$ cat config.mk
export PLATFORM = sky130hd
export DESIGN_NAME = tmw_timer8
export DESIGN_NICKNAME = d
export VERILOG_FILES = /design/src/pkg/tmw_pkg.sv /design/src/hdl/tmw_timer8.sv
export VERILOG_INCLUDE_DIRS = /design/src /design/src/pkg
export SDC_FILE = /design/constraint.sdc
export NUM_CORES = 1
export LEC_CHECK = 0
export BUFFER_PORTS_ARGS = -buffer_cell sky130_fd_sc_hd__buf_2
export CORE_ASPECT_RATIO = 1.75
export CORE_MARGIN = 2
export CORE_UTILIZATION = 30
export CTS_CLUSTER_SIZE = 24
export DETAILED_ROUTE_END_ITERATION = 12
export GPL_TIMING_DRIVEN = 0
export PLACE_DENSITY = 0.46
export SLEW_MARGIN = 25
export SYNTH_ARGS = -nofsm -noshare
export SYNTH_HDL_FRONTEND = slang
export SYNTH_SLANG_ARGS = --single-unit
$ cat constraint.sdc
create_clock -name i_mclk -period 5.9 [get_ports i_mclk]
set_input_delay 0.59 -clock i_mclk [delete_from_list [all_inputs] [get_ports i_mclk]]
set_output_delay 0.59 -clock i_mclk [all_outputs]
set_load 0.02 [all_outputs]
$ cat src/pkg/tmw_defs.svh
// Purpose: Offsets, field positions, reset values and counts of the 8-bit wave timer.
// Assumes: Byte-wide registers on a plain address/strobe port.
// Notes:   Definitions only.
`ifndef TMW_DEFS_SVH
`define TMW_DEFS_SVH

`define TMW_ADDR_W          3
`define TMW_OFS_MODE_CTRL   3'h0
`define TMW_OFS_CLK_CTRL    3'h1
`define TMW_OFS_COUNT       3'h2
`define TMW_OFS_CMP_A       3'h3
`define TMW_OFS_CMP_B       3'h4
`define TMW_OFS_FLAGS       3'h5

`define TMW_BIT_FORCE_A     7
`define TMW_BIT_FORCE_B     6
`define TMW_BIT_MODE_MSB    3
`define TMW_BIT_FLAG_B      2
`define TMW_BIT_FLAG_A      1
`define TMW_BIT_FLAG_OVF    0

`define TMW_RESET_BYTE      8'h00
`define TMW_COUNT_MAX       8'hff
`define TMW_COUNT_BOTTOM    8'h00
`define TMW_PRESC_W         10

`define TMW_MODE_NORMAL     3'h0
`define TMW_MODE_PC_FF      3'h1
`define TMW_MODE_CTC        3'h2
`define TMW_MODE_FAST_FF    3'h3
`define TMW_MODE_PC_CMPA    3'h5
`define TMW_MODE_FAST_CMPA  3'h7

`define TMW_CS_STOP         3'h0
`define TMW_CS_DIV1         3'h1
`define TMW_CS_DIV8         3'h2
`define TMW_CS_DIV64        3'h3
`define TMW_CS_DIV256       3'h4
`define TMW_CS_DIV1024      3'h5
`define TMW_CS_EXT_FALL     3'h6
`define TMW_CS_EXT_RISE     3'h7

`define TMW_TAP_DIV8        10'h007
`define TMW_TAP_DIV64       10'h03f
`define TMW_TAP_DIV256      10'h0ff
`define TMW_TAP_DIV1024     10'h3ff

`endif

$ cat src/pkg/tmw_pkg.sv
// Purpose: Types of the 8-bit wave timer.
// Assumes: The defs header supplies the prescaler width; other field widths are literal.
// Notes:   The whole timer state is one packed struct.
`default_nettype none
`include "tmw_defs.svh"

package tmw_pkg;

    typedef enum logic {
        TMW_DIR_UP,
        TMW_DIR_DOWN
    } tmw_dir_type;

    typedef struct packed {
        logic [1:0]              act_a;
        logic [1:0]              act_b;
        logic [1:0]              mode_low;
        logic                    mode_msb;
        logic [2:0]              clk_sel;
        logic [7:0]              count;
        logic [7:0]              cmp_a;
        logic [7:0]              cmp_b;
        logic [7:0]              cmp_a_buf;
        logic [7:0]              cmp_b_buf;
        logic                    wave_a;
        logic                    wave_b;
        tmw_dir_type             dir;
        logic                    block_match;
        logic                    flag_ovf;
        logic                    flag_a;
        logic                    flag_b;
        logic [`TMW_PRESC_W-1:0] presc;
        logic                    ext_s1;
        logic                    ext_s2;
        logic                    ext_s3;
        logic [7:0]              rdata;
    } tmw_state_type;

endpackage

`default_nettype wire

$ cat src/hdl/tmw_timer8.sv
// Purpose: 8-bit timer/counter with two compare channels, wave modes and clock select.
// Assumes: One 100 MHz clock i_mclk also serves as the I/O clock feeding the prescaler.
// Notes:   Register port with read data one cycle after the read strobe.
//
// How it works
// - Non-PWM: B action toggles, clears or sets.
// - Fast PWM: B clears/sets on match, inverse at TOP.
// - Phase-correct: B action depends on count direction.
// - Compare equals TOP: act at TOP only.
// - Mode register bits 3:2 read zero.
// - Three-bit mode picks count sequence and TOP.
// - Compare writes immediate non-PWM, else at TOP.
// - Overflow flag at MAX, BOTTOM or TOP.
// - Force bit makes immediate match in non-PWM.
// - Forced match sets no flag, no clear.
// - Force bits are strobes reading zero.
// - Clock register bits 5:4 read zero.
// - Clock select stops or divides I/O clock.
// - Codes 110/111 count falling/rising pin edges.
// - Pin edges count even when pin output.
// - Counter value readable and writable directly.
// - Counter write blocks next timer-tick match.
// - Mode top bit sits in clock register.
// - Nonzero action drives output over port.
// - B flag clears on vector or one-write.
`default_nettype none
`include "tmw_defs.svh"

module tmw_timer8
    import tmw_pkg::*;
(
    input  wire logic                  i_mclk,
    input  wire logic                  i_nrst,
    input  wire logic [`TMW_ADDR_W-1:0] i_addr,
    input  wire logic [7:0]            i_wdata,
    input  wire logic                  i_wr,
    input  wire logic                  i_rd,
    output logic      [7:0]            o_rdata,
    input  wire logic                  i_ext_count_input,
    input  wire logic [2:0]            i_vector_ack,
    output logic                       o_chan_a_wave_out,
    output logic                       o_chan_a_out_en,
    output logic                       o_chan_b_wave_out,
    output logic                       o_chan_b_out_en,
    output logic                       o_overflow_flag,
    output logic                       o_chan_a_match_flag,
    output logic                       o_chan_b_match_flag
);

    tmw_state_type state;
    tmw_state_type next_state;

    // One prescaler tap: high for one cycle every (mask+1) cycles.
    function automatic logic presc_tap(input logic [`TMW_PRESC_W-1:0] cnt,
                                       input logic [`TMW_PRESC_W-1:0] mask);
        presc_tap = (cnt & mask) == mask;
    endfunction

    // Next level of one wave output, shared by both channels.
    function automatic logic wave_step(input logic       cur,
                                       input logic [1:0] act,
                                       input logic       fast,
                                       input logic       pc,
                                       input logic       hit,
                                       input logic       at_top,
                                       input logic       down,
                                       input logic       cmp_top,
                                       input logic       may_toggle);
        logic r;
        r = cur;
        if (!fast && !pc) begin
            if (hit) begin
                case (act)
                    2'h1:    r = ~cur;
                    2'h2:    r = 1'b0;
                    2'h3:    r = 1'b1;
                    default: r = cur;
                endcase
            end
        end else if (act[1]) begin
            if (at_top && (fast || cmp_top)) begin
                r = ~act[0];
            end else if (hit && !cmp_top) begin
                r = (pc && down) ? ~act[0] : act[0];
            end
        end else if (act == 2'h1 && may_toggle && hit) begin
            // Channel A toggles in PWM only with the mode top bit set; channel B treats 01 as a dead code.
            r = ~cur;
        end
        wave_step = r;
    endfunction

    logic [2:0] mode;
    logic       fast;
    logic       pc;
    logic       non_pwm;
    logic       top_from_a;
    logic [7:0] top;
    logic       tick;
    logic       rise;
    logic       fall;
    logic       at_top;
    logic       match_a;
    logic       match_b;
    logic       force_a;
    logic       force_b;
    logic       wr_mode;
    logic       wr_clk;
    logic       wr_count;
    logic       wr_flags;
    logic       ovf_hit;

    always_comb begin
        mode       = {state.mode_msb, state.mode_low};
        fast       = (mode == `TMW_MODE_FAST_FF) || (mode == `TMW_MODE_FAST_CMPA);
        pc         = (mode == `TMW_MODE_PC_FF) || (mode == `TMW_MODE_PC_CMPA);
        non_pwm    = !fast && !pc;
        top_from_a = (mode == `TMW_MODE_CTC) || (mode == `TMW_MODE_PC_CMPA) ||
                     (mode == `TMW_MODE_FAST_CMPA);
        top        = top_from_a ? state.cmp_a : `TMW_COUNT_MAX;

        // Edge detect looks only at the second and third stage of the pin synchroniser.
        rise = state.ext_s2 && !state.ext_s3;
        fall = !state.ext_s2 && state.ext_s3;

        case (state.clk_sel)
            `TMW_CS_DIV1:     tick = 1'b1;
            `TMW_CS_DIV8:     tick = presc_tap(state.presc, `TMW_TAP_DIV8);
            `TMW_CS_DIV64:    tick = presc_tap(state.presc, `TMW_TAP_DIV64);
            `TMW_CS_DIV256:   tick = presc_tap(state.presc, `TMW_TAP_DIV256);
            `TMW_CS_DIV1024:  tick = presc_tap(state.presc, `TMW_TAP_DIV1024);
            `TMW_CS_EXT_FALL: tick = fall;
            `TMW_CS_EXT_RISE: tick = rise;
            default:          tick = 1'b0;
        endcase

        wr_mode  = i_wr && (i_addr == `TMW_OFS_MODE_CTRL);
        wr_clk   = i_wr && (i_addr == `TMW_OFS_CLK_CTRL);
        wr_count = i_wr && (i_addr == `TMW_OFS_COUNT);
        wr_flags = i_wr && (i_addr == `TMW_OFS_FLAGS);

        // Force strobes act only in non-PWM modes and are never stored.
        force_a = wr_clk && i_wdata[`TMW_BIT_FORCE_A] && non_pwm;
        force_b = wr_clk && i_wdata[`TMW_BIT_FORCE_B] && non_pwm;

        at_top  = tick && (state.count == top);
        match_a = tick && !state.block_match && (state.count == state.cmp_a);
        match_b = tick && !state.block_match && (state.count == state.cmp_b);

        case (mode)
            `TMW_MODE_NORMAL, `TMW_MODE_CTC, `TMW_MODE_FAST_FF:
                ovf_hit = tick && (state.count == `TMW_COUNT_MAX);
            `TMW_MODE_PC_FF, `TMW_MODE_PC_CMPA:
                ovf_hit = tick && (state.count == `TMW_COUNT_BOTTOM);
            `TMW_MODE_FAST_CMPA:
                ovf_hit = at_top;
            default:
                ovf_hit = tick && (state.count == `TMW_COUNT_MAX);
        endcase

        next_state = state;

        // The prescaler runs free so that taps keep a steady phase across source changes.
        next_state.presc  = state.presc + `TMW_PRESC_W'(1);
        next_state.ext_s1 = i_ext_count_input;
        next_state.ext_s2 = state.ext_s1;
        next_state.ext_s3 = state.ext_s2;

        // Counter sequence.
        if (tick) begin
            next_state.block_match = 1'b0;
            if (pc) begin
                if (state.dir == TMW_DIR_UP) begin
                    if (state.count == top) begin
                        next_state.dir   = TMW_DIR_DOWN;
                        next_state.count = state.count - 8'h01;
                    end else begin
                        next_state.count = state.count + 8'h01;
                    end
                end else begin
                    if (state.count == `TMW_COUNT_BOTTOM) begin
                        next_state.dir   = TMW_DIR_UP;
                        next_state.count = state.count + 8'h01;
                    end else begin
                        next_state.count = state.count - 8'h01;
                    end
                end
            end else if (top_from_a && (state.count == top)) begin
                // Only a real match clears the counter; a forced one does not.
                next_state.count = `TMW_COUNT_BOTTOM;
            end else begin
                next_state.count = state.count + 8'h01;
            end
        end

        // Double-buffered compare values load at TOP in PWM modes.
        if (!non_pwm && at_top) begin
            next_state.cmp_a = state.cmp_a_buf;
            next_state.cmp_b = state.cmp_b_buf;
        end

        next_state.wave_a = wave_step(state.wave_a, state.act_a, fast, pc,
                                      match_a || force_a, at_top,
                                      state.dir == TMW_DIR_DOWN,
                                      state.cmp_a == top, state.mode_msb);
        next_state.wave_b = wave_step(state.wave_b, state.act_b, fast, pc,
                                      match_b || force_b, at_top,
                                      state.dir == TMW_DIR_DOWN,
                                      state.cmp_b == top, 1'b0);

        // Flags: write-one or vector clears, but a same-cycle event wins.
        if (wr_flags && i_wdata[`TMW_BIT_FLAG_OVF] || i_vector_ack[`TMW_BIT_FLAG_OVF]) begin
            next_state.flag_ovf = 1'b0;
        end
        if (wr_flags && i_wdata[`TMW_BIT_FLAG_A] || i_vector_ack[`TMW_BIT_FLAG_A]) begin
            next_state.flag_a = 1'b0;
        end
        if (wr_flags && i_wdata[`TMW_BIT_FLAG_B] || i_vector_ack[`TMW_BIT_FLAG_B]) begin
            next_state.flag_b = 1'b0;
        end
        if (ovf_hit) begin
            next_state.flag_ovf = 1'b1;
        end
        if (match_a) begin
            next_state.flag_a = 1'b1;
        end
        if (match_b) begin
            next_state.flag_b = 1'b1;
        end

        // Register writes.
        if (wr_mode) begin
            next_state.act_a    = i_wdata[7:6];
            next_state.act_b    = i_wdata[5:4];
            next_state.mode_low = i_wdata[1:0];
        end
        if (wr_clk) begin
            next_state.mode_msb = i_wdata[`TMW_BIT_MODE_MSB];
            next_state.clk_sel  = i_wdata[2:0];
        end
        if (wr_count) begin
            // A software write overrides a same-cycle count step.
            next_state.count       = i_wdata;
            next_state.block_match = 1'b1;
        end
        if (i_wr && (i_addr == `TMW_OFS_CMP_A)) begin
            next_state.cmp_a_buf = i_wdata;
            if (non_pwm) begin
                next_state.cmp_a = i_wdata;
            end
        end
        if (i_wr && (i_addr == `TMW_OFS_CMP_B)) begin
            next_state.cmp_b_buf = i_wdata;
            if (non_pwm) begin
                next_state.cmp_b = i_wdata;
            end
        end

        // Read data for the cycle after the strobe; unmapped offsets read zero.
        next_state.rdata = `TMW_RESET_BYTE;
        if (i_rd) begin
            case (i_addr)
                `TMW_OFS_MODE_CTRL: next_state.rdata = {state.act_a, state.act_b, 2'h0,
                                                        state.mode_low};
                `TMW_OFS_CLK_CTRL:  next_state.rdata = {2'h0, 2'h0, state.mode_msb,
                                                        state.clk_sel};
                `TMW_OFS_COUNT:     next_state.rdata = state.count;
                `TMW_OFS_CMP_A:     next_state.rdata = state.cmp_a_buf;
                `TMW_OFS_CMP_B:     next_state.rdata = state.cmp_b_buf;
                `TMW_OFS_FLAGS:     next_state.rdata = {5'h00, state.flag_b, state.flag_a,
                                                        state.flag_ovf};
                default:            next_state.rdata = `TMW_RESET_BYTE;
            endcase
        end
    end

    always_ff @(posedge i_mclk or negedge i_nrst) begin
        if (!i_nrst) begin
            state <= '0;
        end else begin
            state <= next_state;
        end
    end

    always_comb begin
        o_rdata             = state.rdata;
        o_chan_a_wave_out   = state.wave_a;
        o_chan_b_wave_out   = state.wave_b;
        o_chan_a_out_en     = |state.act_a;
        o_chan_b_out_en     = |state.act_b;
        o_overflow_flag     = state.flag_ovf;
        o_chan_a_match_flag = state.flag_a;
        o_chan_b_match_flag = state.flag_b;
    end

endmodule

`default_nettype wire

==> After elaboration in Yosys (flattened, before gate mapping) <==
Index checks and enable logic that the tools add are counted.
{ "totals": {"reg_bits": 78, "in_bits": 19, "output_inout_bits": 15, "wordCells": 175} }
{ "classes": {"add_sub_neg": 3, "n_eq_ne": 38, "n_mux": 43, "bitwise_logic": 4, "n_reduce_logical": 65} }
{ "op_table": {"columns": ["cell", "count"], "rows": [
  ["8-bit 2-to-1 mux", 13],
  ["8-bit case mux with 6 select lines", 1],
  ["8-bit equality test", 5],
  ["1-bit logical AND", 31],
  ["3-bit equality test, second input constant", 9],
  ["1-bit 2-to-1 mux", 24],
  ["3-bit by 2-bit equality test with 1-bit output, second input constant", 6],
  ["8-bit equality test, second input constant", 2],
  ["16-bit 2-to-1 mux", 1],
  ["4-bit by 1-bit inequality test with 1-bit output, second input constant", 3],
  ["1-bit logical OR", 11],
  ["10-bit by 1-bit adder with 10-bit output, second input constant", 1],
  ["10-bit equality test, second input constant", 1],
  ["2-bit nonzero test", 5],
  ["3-bit by 1-bit equality test with 1-bit output, second input constant", 3],
  ["8-bit by 1-bit adder with 8-bit output, second input constant", 1],
  ["2-bit equality test, second input constant", 4],
  ["1-bit zero test", 8],
  ["8-bit zero test", 1],
  ["4-bit AND reduction", 2],
  ["8-bit by 1-bit subtractor with 8-bit output, second input constant", 1],
  ["1-bit case mux with 7 select lines", 1],
  ["6-bit equality test, second input constant", 1],
  ["1-bit case mux with 3 select lines", 2],
  ["other kinds (8)", 16]
]} }

==> Longest topological paths before layout <==
Gate-level depths: netlist of the first run.
{ "depth": {"depth_word": 11, "mapped_depth": 12, "ltp_nobuf": 9} }

==> Worst setup path before layout of the first run <==
Ideal clock, no wire load.
{ "synth_timing": {"path_kind": "flip-flop to flip-flop", "startpoint": "register state (netlist bit mode[0])", "endpoint": "register state (netlist bit o_chan_b_wave_out)", "setup_ns": 0.128, "arrival_ns": 2.459, "required_ns": 5.772, "path_slack_ns": 3.314, "path_stages_with_launch": 11, "n_path_buf": 2, "period_less_slack_ns": 2.586, "path_cell_list": "dfrtp_1 -> buf_6 -> or3b_1 -> buf_6 -> a2111oi_2 -> a311oi_1 -> nor4_2 -> nor2_1 -> mux2i_1 -> a211o_1 -> mux2_1"} }
{ "synth_between": {"elab_chain_len": 10, "elab_cells_between_ends": 33, "classes_between": "eq/ne: 9; mux: 6; reduce/logical: 18"} }
{ "synth_rtl": {"columns": ["item", "line_no", "rtl"], "rows": [
  ["from (decl)", "tmw_timer8.sv:50", "tmw_state_type state;"],
  ["from (signal assigned)", "tmw_timer8.sv:281", "state <= next_state;"],
  ["3-bit by 2-bit equality test with 1-bit output / 3-bit equality test (equally long branches)", null, null],
  ["1-bit logical OR (2 in series)", "tmw_timer8.sv:118", "top_from_a = (mode == `TMW_MODE_CTC) || (mode == `TMW_MODE_PC_CMPA) ||"],
  ["8-bit 2-to-1 mux (no source line)", null, null],
  ["8-bit equality test, on equally long branches", "tmw_timer8.sv:146, tmw_timer8.sv:209", null],
  ["1-bit logical AND / 1-bit logical OR (equally long branches)", "tmw_timer8.sv:146, tmw_timer8.sv:81", null],
  ["1-bit logical AND", "tmw_timer8.sv:81", "if (at_top && (fast || cmp_top)) begin"],
  ["1-bit 2-to-1 mux", "tmw_timer8.sv:81", null],
  ["1-bit 2-to-1 mux", "tmw_timer8.sv:80", "end else if (act[1]) begin"],
  ["1-bit 2-to-1 mux", "tmw_timer8.sv:71", "if (!fast && !pc) begin"]
]} }
Parallel ways exist; a longest one is shown, timed or not. The select of a mux whose other input is x is not followed.
A chain may end at the register's enable or synchronous reset.

==> Worst setup path in the final report of the first run <==
{ "layout_timing": {"startpoint": "register state (netlist bit mode[1])", "endpoint": "register state (netlist bit o_chan_b_wave_out)"} }
Same word-level chain as after synthesis.

==> impl_metrics.py, run 1 <==
metrics = {
    "sta": {
        "fmax_ghz": 0.317,
        "finalHoldViolCount": 0,
        "worst_pin_slew_ps": 922,
        "share_of_the_clock_period_used_by_the_worst_path_pct": 53.4,
        "skew_ps": 6.93,
        "worst_hold_slack_ps": 225,
        "timing.slew.headroom_pct": 38.3,
        "rsz0062_at_grt": "false",
        "finalSetupTns_ps": 0,
        "maxSlewViolCount": 0,
        "final_setup_violation_count": 0,
        "period_needed_ps": 3150,
    },
    "cts": {
        "tritoncts": "done",
        "post_cts_resize_count": 0,
        "worst_skew_pair.late_latency_ps": 350,
        "cts_max_path_buffers": 2,
        "path_clk_slew_ps": 70,
        "cts_inserted_buffers": 9,
        "cts_htree_levels": 3,
        "cts.hold.buffers_added": 0,
        "setup_fix_buffers_added_after_clock_tree_synthesis": 0,
        "cts.sink_count": 78,
        "clk_root_buffer_cell": "sky130_fd_sc_hd__clkbuf_16",
    },
    "synthesis": {
        "ys_seq_elements": 78,
        "synth_top_flop_cell": "sky130_fd_sc_hd__dfrtp_1",
        "asyncSetResetFlopFracSynth_pct": 100,
        "synth_top_family_by_area": "simple AND/OR/NAND/NOR gates",
        "syn_area_per_cell_um2": 8.80,
        "syn_area_um2": 4940,
        "synth.distinct_cells": 71,
        "synth_xor_area_share_pct": 4.08,
        "post_synth_and_or_nand_nor_area_fraction_pct": 22.5,
        "netlist.area_leader.share_pct": 39.5,
        "syn_nets": 587,
        "synth.yosys.seq_area_share_pct": 39.5,
        "post_synth_main_area_contributors": "sky130_fd_sc_hd__dfrtp_1 40%, sky130_fd_sc_hd__mux2_2 5.2%, sky130_fd_sc_hd__nor2_1 4.9%, sky130_fd_sc_hd__nand2_1 4.5%, sky130_fd_sc_hd__o22ai_1 2.8%",
        "yosys_warnings": 0,
        "synth_area_leader_cell": "sky130_fd_sc_hd__dfrtp_1",
        "synthesis.instances": 561,
        "synth_enable_flop_cells": 0,
        "muxShareOfSynthArea_pct": 7.50,
        "area_fraction_in_compound_gates_after_synthesis_pct": 18.2,
        "synth-adder-area-share_pct": 1.77,
    },
    "setup_path": {
        "crit_family": "simple AND/OR/NAND/NOR gates",
        "cp_data_arrival_time_ps": 3370,
        "critPathKind": "reg -> reg",
        "worst_path_slowest_cell": "sky130_fd_sc_hd__or4b_2",
        "sequence_of_cells_on_the_critical_path": "buf_2 -> or4b_2 -> o221ai_1 -> a311oi_1 -> nor4_2 -> nor2_1 -> mux2i_1 -> a211o_1 -> mux2_1",
        "timing.critical_path.from_type": "flop",
        "path_max_fanout": 10,
        "worst-path-buf-inv": 1,
        "cp_slowest_stage_delay_ps": 620,
        "setup.worst_path.end_class": "flop",
        "critical_path_required_ps": 6120,
    },
    "placement": {
        "postPlaceCellArea_um2": 5350,
        "numPortBuffers": 30,
        "place_hpwl_um": 13200,
        "place_inst": 784,
        "gpl.final_weighted_congestion": 0.921,
    },
    "drt": {
        "via_count": 4598,
        "wirelength_um": 17000,
        "dr.first_iter.drc_count": 276,
        "drt-vias-per-instance": 5.75,
        "route.antenna.remaining_nets": 0,
        "firstDrtPassIters": 5,
        "avgRoutedWirePerCell_um": 21.2,
        "drc_errors": 0,
    },
    "floorplan": {
        "floorplan.die.height_um": 174,
        "floorplan.core_area_um2": 16300,
        "ioPinCount": 34,
        "start_util_pct": 30.3,
        "std_cell_rows": 62,
        "floorplan.die_area_um2": 17500,
        "fp.dieW_um": 101,
    },
    "power": {
        "max-vdd-ir-drop_v": 0.000128,
        "cellLeakagePower_uw": 0.00239,
        "power-per-cell-area_nw_per_um2": 425,
        "post-layout-total-power_uw": 2400,
    },
    "flow_run": {
        "max_cap_viol_count": 0,
    },
    "grt": {
        "groute.usage.overall_pct": 19.8,
        "grt.overflow.total": 0,
        "grt_antenna_before_repair": 0,
        "vias_in_the_first_global_route": 4687,
        "pin_count_of_the_biggest_net_entering_global_routing": 42,
        "grt_pass1_wl_um": 26200,
    },
    "final_layout": {
        "antennaDiodeCount": 0,
        "syn_to_final_growth_pct": 14.2,
        "drive_above_1_share_pct": 16.6,
        "layout.cells.most_common": "sky130_fd_sc_hd__dfrtp_1",
        "number_of_cells_in_the_finished_layout_apart_from_fillers": 800,
        "num-fill-cells": 1708,
        "fin_area_um2": 5640,
        "fin_nets": 629,
        "most-common-layout-cells": "78 x sky130_fd_sc_hd__dfrtp_1, 64 x sky130_fd_sc_hd__nor2_1, 59 x sky130_fd_sc_hd__nand2_1",
    },
    "worst_hold_path": {
        "worstHoldPathType": "in -> async",
    },
    "status": {
        "run_status": "finished clean",
    },
}
==> layout make-up <==
type,count,area (µm²),area share [%]
Timing Repair Buffer,31,173,3.06
Buffer,50,241,4.28
Clock buffer,9,225,3.99
Tap cell,192,240,4.26
Inverter,20,75.1,1.33
Sequential cell,78,1950,34.6
Clock inverter,7,61.3,1.09
Multi-Input combinational cell,413,2670,47.4
==> metrics by stage <==
stage,util (%),worst slack [ps]
after floorplan,-,3310
after global placement,32.7,2850
after detailed placement,32.8,2800
after CTS,34.6,2770
after global routing,34.6,2590
final,34.6,2750
==> synthesized netlist by cell type, types with 6 or more instances <==
| library cell | number |
|---|---|
| sky130_fd_sc_hd__nand4_1 | 6 |
| sky130_fd_sc_hd__and3_1 | 8 |
| sky130_fd_sc_hd__a22oi_1 | 7 |
| sky130_fd_sc_hd__nor3_1 | 11 |
| sky130_fd_sc_hd__inv_1 | 20 |
| sky130_fd_sc_hd__nand2_1 | 59 |
| sky130_fd_sc_hd__nand3_1 | 18 |
| sky130_fd_sc_hd__xor2_1 | 13 |
| sky130_fd_sc_hd__xnor2_1 | 10 |
| sky130_fd_sc_hd__and2_1 | 8 |
| sky130_fd_sc_hd__clkbuf_1 | 32 |
| sky130_fd_sc_hd__buf_4 | 8 |
| sky130_fd_sc_hd__mux2_2 | 23 |
| sky130_fd_sc_hd__nor2_1 | 64 |
| sky130_fd_sc_hd__a31oi_1 | 6 |
| sky130_fd_sc_hd__o22ai_1 | 22 |
| sky130_fd_sc_hd__a21oi_1 | 16 |
| sky130_fd_sc_hd__nor2b_1 | 6 |
| sky130_fd_sc_hd__buf_2 | 7 |
| sky130_fd_sc_hd__o221ai_1 | 7 |
| sky130_fd_sc_hd__mux2i_1 | 10 |
| sky130_fd_sc_hd__dfrtp_1 | 78 |
| sky130_fd_sc_hd__o21ai_0 | 24 |
| sky130_fd_sc_hd__nor4_1 | 7 |
| sky130_fd_sc_hd__ha_1 | 7 |
==> worst paths after layout <==
path | from | to | slack (ps) | depth (start not counted)
min in group i_mclk | i_ext_count_input | next_state[9] | 340 | 1
setup reg to reg | mode[1] | o_chan_b_wave_out | 2750 | 9
hold / removal | i_nrst | state[14] | 220 | 1
setup / recovery | mode[1] | o_chan_b_wave_out | 2750 | 9
max in group asynchronous | i_nrst | state[46] | 5060 | 2
hold reg to reg | next_state[9] | next_state[8] | 360 | 0
==> metal layers <==
layer | GRT usage [%] | wire length [µm] | up-vias | share of wire (%)
li1 | - | - | 2111 | -
met1 | 20.5 | 6020 | 2248 | 35
met2 | 36.5 | 9190 | 176 | 54
met3 | 2.86 | 719 | 63 | 4.2
met4 | 12.0 | 1060 | 0 | 6.3
met5 | 0 | 0 | - | 0
==> flip-flops by register name, summed over array words and instances, names as in the netlist <==
name and flops:
o_chan_a_match_flag 1, o_rdata 8, o_chan_b_match_flag 1, next_state 2, mode 3, o_chan_b_wave_out 1
o_overflow_flag 1, state 60, o_chan_a_wave_out 1
==> logic make-up (layout without fill, tap and decap cells) <==
| kind of cell | after synthesis | after routing |
|---|---|---|
| buffers and inverters | 70 | 117 |
| xor gates and xnor gates | 23 | 23 |
| DFF | 78 | 78 |
| adders and majority gates | 7 | 7 |
| muxes | 34 | 34 |
| AOI/OAI and AO/OA | 127 | 127 |
| and+or+nand+nor | 222 | 222 |
==> where the power goes <==
group / leakage, µW / switching [µW] / internal (µW)
Sequential: 0.000947 / 129 / 670
Combinational: 0.00130 / 672 / 372
Clock: 0.000141 / 257 / 295
Total: 0.00239 / 1060 / 1340
Note: power is estimated with default switching activity, not from simulation.
==> inputs of run 2 (changes only) <==
- clock period: 5.9 -> 3.1 ns (I/O delays scaled with it)
==> impl_metrics.py, run 2 (same netlist as run 1, synthesis figures left out) <==
metrics = {
    "status": {
        "run_status": "finished clean",
    },
    "sta": {
        "worst_pin_slew_ps": 940,
        "fmax_ghz": 0.329,
        "timing.slew.headroom_pct": 37.1,
        "rsz0062_at_grt": "false",
        "period_needed_ps": 3040,
        "finalHoldViolCount": 0,
        "final_setup_violation_count": 0,
        "skew_ps": 7.10,
        "maxSlewViolCount": 0,
        "share_of_the_clock_period_used_by_the_worst_path_pct": 98.0,
        "finalSetupTns_ps": 0,
    },
    "floorplan": {
        "start_util_pct": 30.3,
        "floorplan.die_area_um2": 17500,
        "std_cell_rows": 62,
        "floorplan.core_area_um2": 16300,
        "floorplan.die.height_um": 174,
        "fp.dieW_um": 101,
        "ioPinCount": 34,
    },
    "drt": {
        "avgRoutedWirePerCell_um": 21.2,
        "drt-vias-per-instance": 5.76,
        "firstDrtPassIters": 7,
        "route.antenna.remaining_nets": 0,
        "drc_errors": 0,
        "via_count": 4613,
        "dr.first_iter.drc_count": 323,
        "wirelength_um": 17000,
    },
    "power": {
        "post-layout-total-power_uw": 4560,
        "max-vdd-ir-drop_v": 0.000243,
        "power-per-cell-area_nw_per_um2": 804,
        "cellLeakagePower_uw": 0.00240,
    },
    "flow_run": {
        "max_cap_viol_count": 0,
    },
    "cts": {
        "cts_max_path_buffers": 2,
        "clk_root_buffer_cell": "sky130_fd_sc_hd__clkbuf_16",
        "worst_skew_pair.late_latency_ps": 340,
        "cts.sink_count": 78,
        "tritoncts": "done",
        "cts_htree_levels": 3,
        "path_clk_slew_ps": 70,
        "cts_inserted_buffers": 9,
    },
    "grt": {
        "grt_pass1_wl_um": 26200,
        "groute.usage.overall_pct": 19.8,
        "grt.met2_usage_pct": 36.6,
        "grt_use_met3_pct": 2.86,
        "vias_in_the_first_global_route": 4720,
        "grt_antenna_before_repair": 0,
        "pin_count_of_the_biggest_net_entering_global_routing": 42,
        "grtUsageMet1_pct": 20.5,
        "grt.overflow.total": 0,
        "grt_busiest_layer": "met2",
    },
    "setup_path": {
        "cp_slowest_stage_delay_ps": 530,
        "setup.worst_path.end_class": "flop",
        "critical_path_required_ps": 3320,
        "critPathMostFrequentCell": "sky130_fd_sc_hd__buf_6",
        "timing.critical_path.from_type": "flop",
        "path_max_fanout": 9,
        "worst_path_slowest_cell": "sky130_fd_sc_hd__a2111oi_0",
        "critPathKind": "reg -> reg",
        "cp_data_arrival_time_ps": 3260,
        "sequence_of_cells_on_the_critical_path": "buf_6 -> or3b_1 -> buf_6 -> a2111oi_0 -> a311oi_1 -> nor4_2 -> buf_4 -> nor2_1 -> mux2i_1 -> a211o_1 -> mux2_1",
    },
    "final_layout": {
        "drive_above_1_share_pct": 17.6,
        "num-fill-cells": 1705,
        "largest_register_ffs": 60,
        "syn_to_final_growth_pct": 14.8,
        "layout.cells.most_common": "sky130_fd_sc_hd__dfrtp_1",
        "antennaDiodeCount": 0,
        "most-common-layout-cells": "78 x sky130_fd_sc_hd__dfrtp_1, 64 x sky130_fd_sc_hd__nor2_1, 59 x sky130_fd_sc_hd__nand2_1",
        "largest_register": "state",
        "fin_nets": 630,
    },
    "placement": {
        "place_hpwl_um": 13200,
        "gpl.final_weighted_congestion": 0.921,
        "numPortBuffers": 30,
    },
    "worst_hold_path": {
        "worstHoldPathType": "in -> reg",
    },
}
-- run 2: cell count changes in the layout (fill, tap and decap cells not counted), sizes merged --
cell / change
dlygate4sd3: +1
-- run 2: final timing paths --
check                                  startpoint                end  slack [ps]  depth (start not counted)
max in group asynchronous                  i_nrst          state[46]        1990                          3
worst max register to register            mode[0]  o_chan_b_wave_out          60                         11
min in group asynchronous                  i_nrst          state[14]         490                          2
worst min register to register      next_state[9]      next_state[8]         360                          0
worst min-delay path            i_ext_count_input      next_state[9]          70                          1
worst max-delay path                      mode[0]  o_chan_b_wave_out          60                         11
-- run 2: layout make-up --
| class | count | area, µm² | area share [%] |
|---|---|---|---|
| plain buffers | 49 | 244 | 4.30 |
| clock buffers | 9 | 225 | 3.97 |
| clock inverters | 7 | 61.3 | 1.08 |
| inverters | 20 | 75.1 | 1.32 |
| multi-input cells | 413 | 2680 | 47.3 |
| flip-flops and latches | 78 | 1950 | 34.4 |
| well taps | 192 | 240 | 4.24 |
| repair buffers | 33 | 190 | 3.35 |
-- run 2: worst max-delay path, delay by kind of cell (launching register included) --
kind            cells  cell delay, ps
mux                 2             430
simple gates        3             670
flops               1             380
buf+inv             3             470
compound gates      3             950
-- run 2: through the flow --
stage          cell area, µm²  utilization (%)  worst slack, ps  cells  hold WS (ps)
2_1_floorplan            4940                -              514    561          14.4
3_3_place_gp             5330             32.7             47.8    783           338
3_5_place_dp             5350             32.8             3.31    784           345
4_1_cts                  5660             34.7             78.9    802          53.5
5_1_grt                  5670             34.8             26.1    801          52.0
6_report                 5670             34.8             62.3    801          66.9
-- run 2: power breakdown --
part	internal [µW]	switching [µW]	total [µW]
combinational	713	1260	1970
clock	562	484	1050
sequential	1270	271	1550
total	2550	2010	4560
-- run 2: what timing repair did --
item | 4_1_cts | 5_1_grt
hold buffers | 1 | 0
buffers inserted | 1 | 0
pin swaps | 1 | 0
setup endpoints to repair | 1 | 18
resized for setup | 0 | 10
hold endpoints to repair | 40 | 0
-- run 2: metal layers --
layer,up-vias,part of all wire (%)
met5,-,0
met4,0,5.8
met1,2274,36
met2,177,55
met3,51,4.0
li1,2111,-
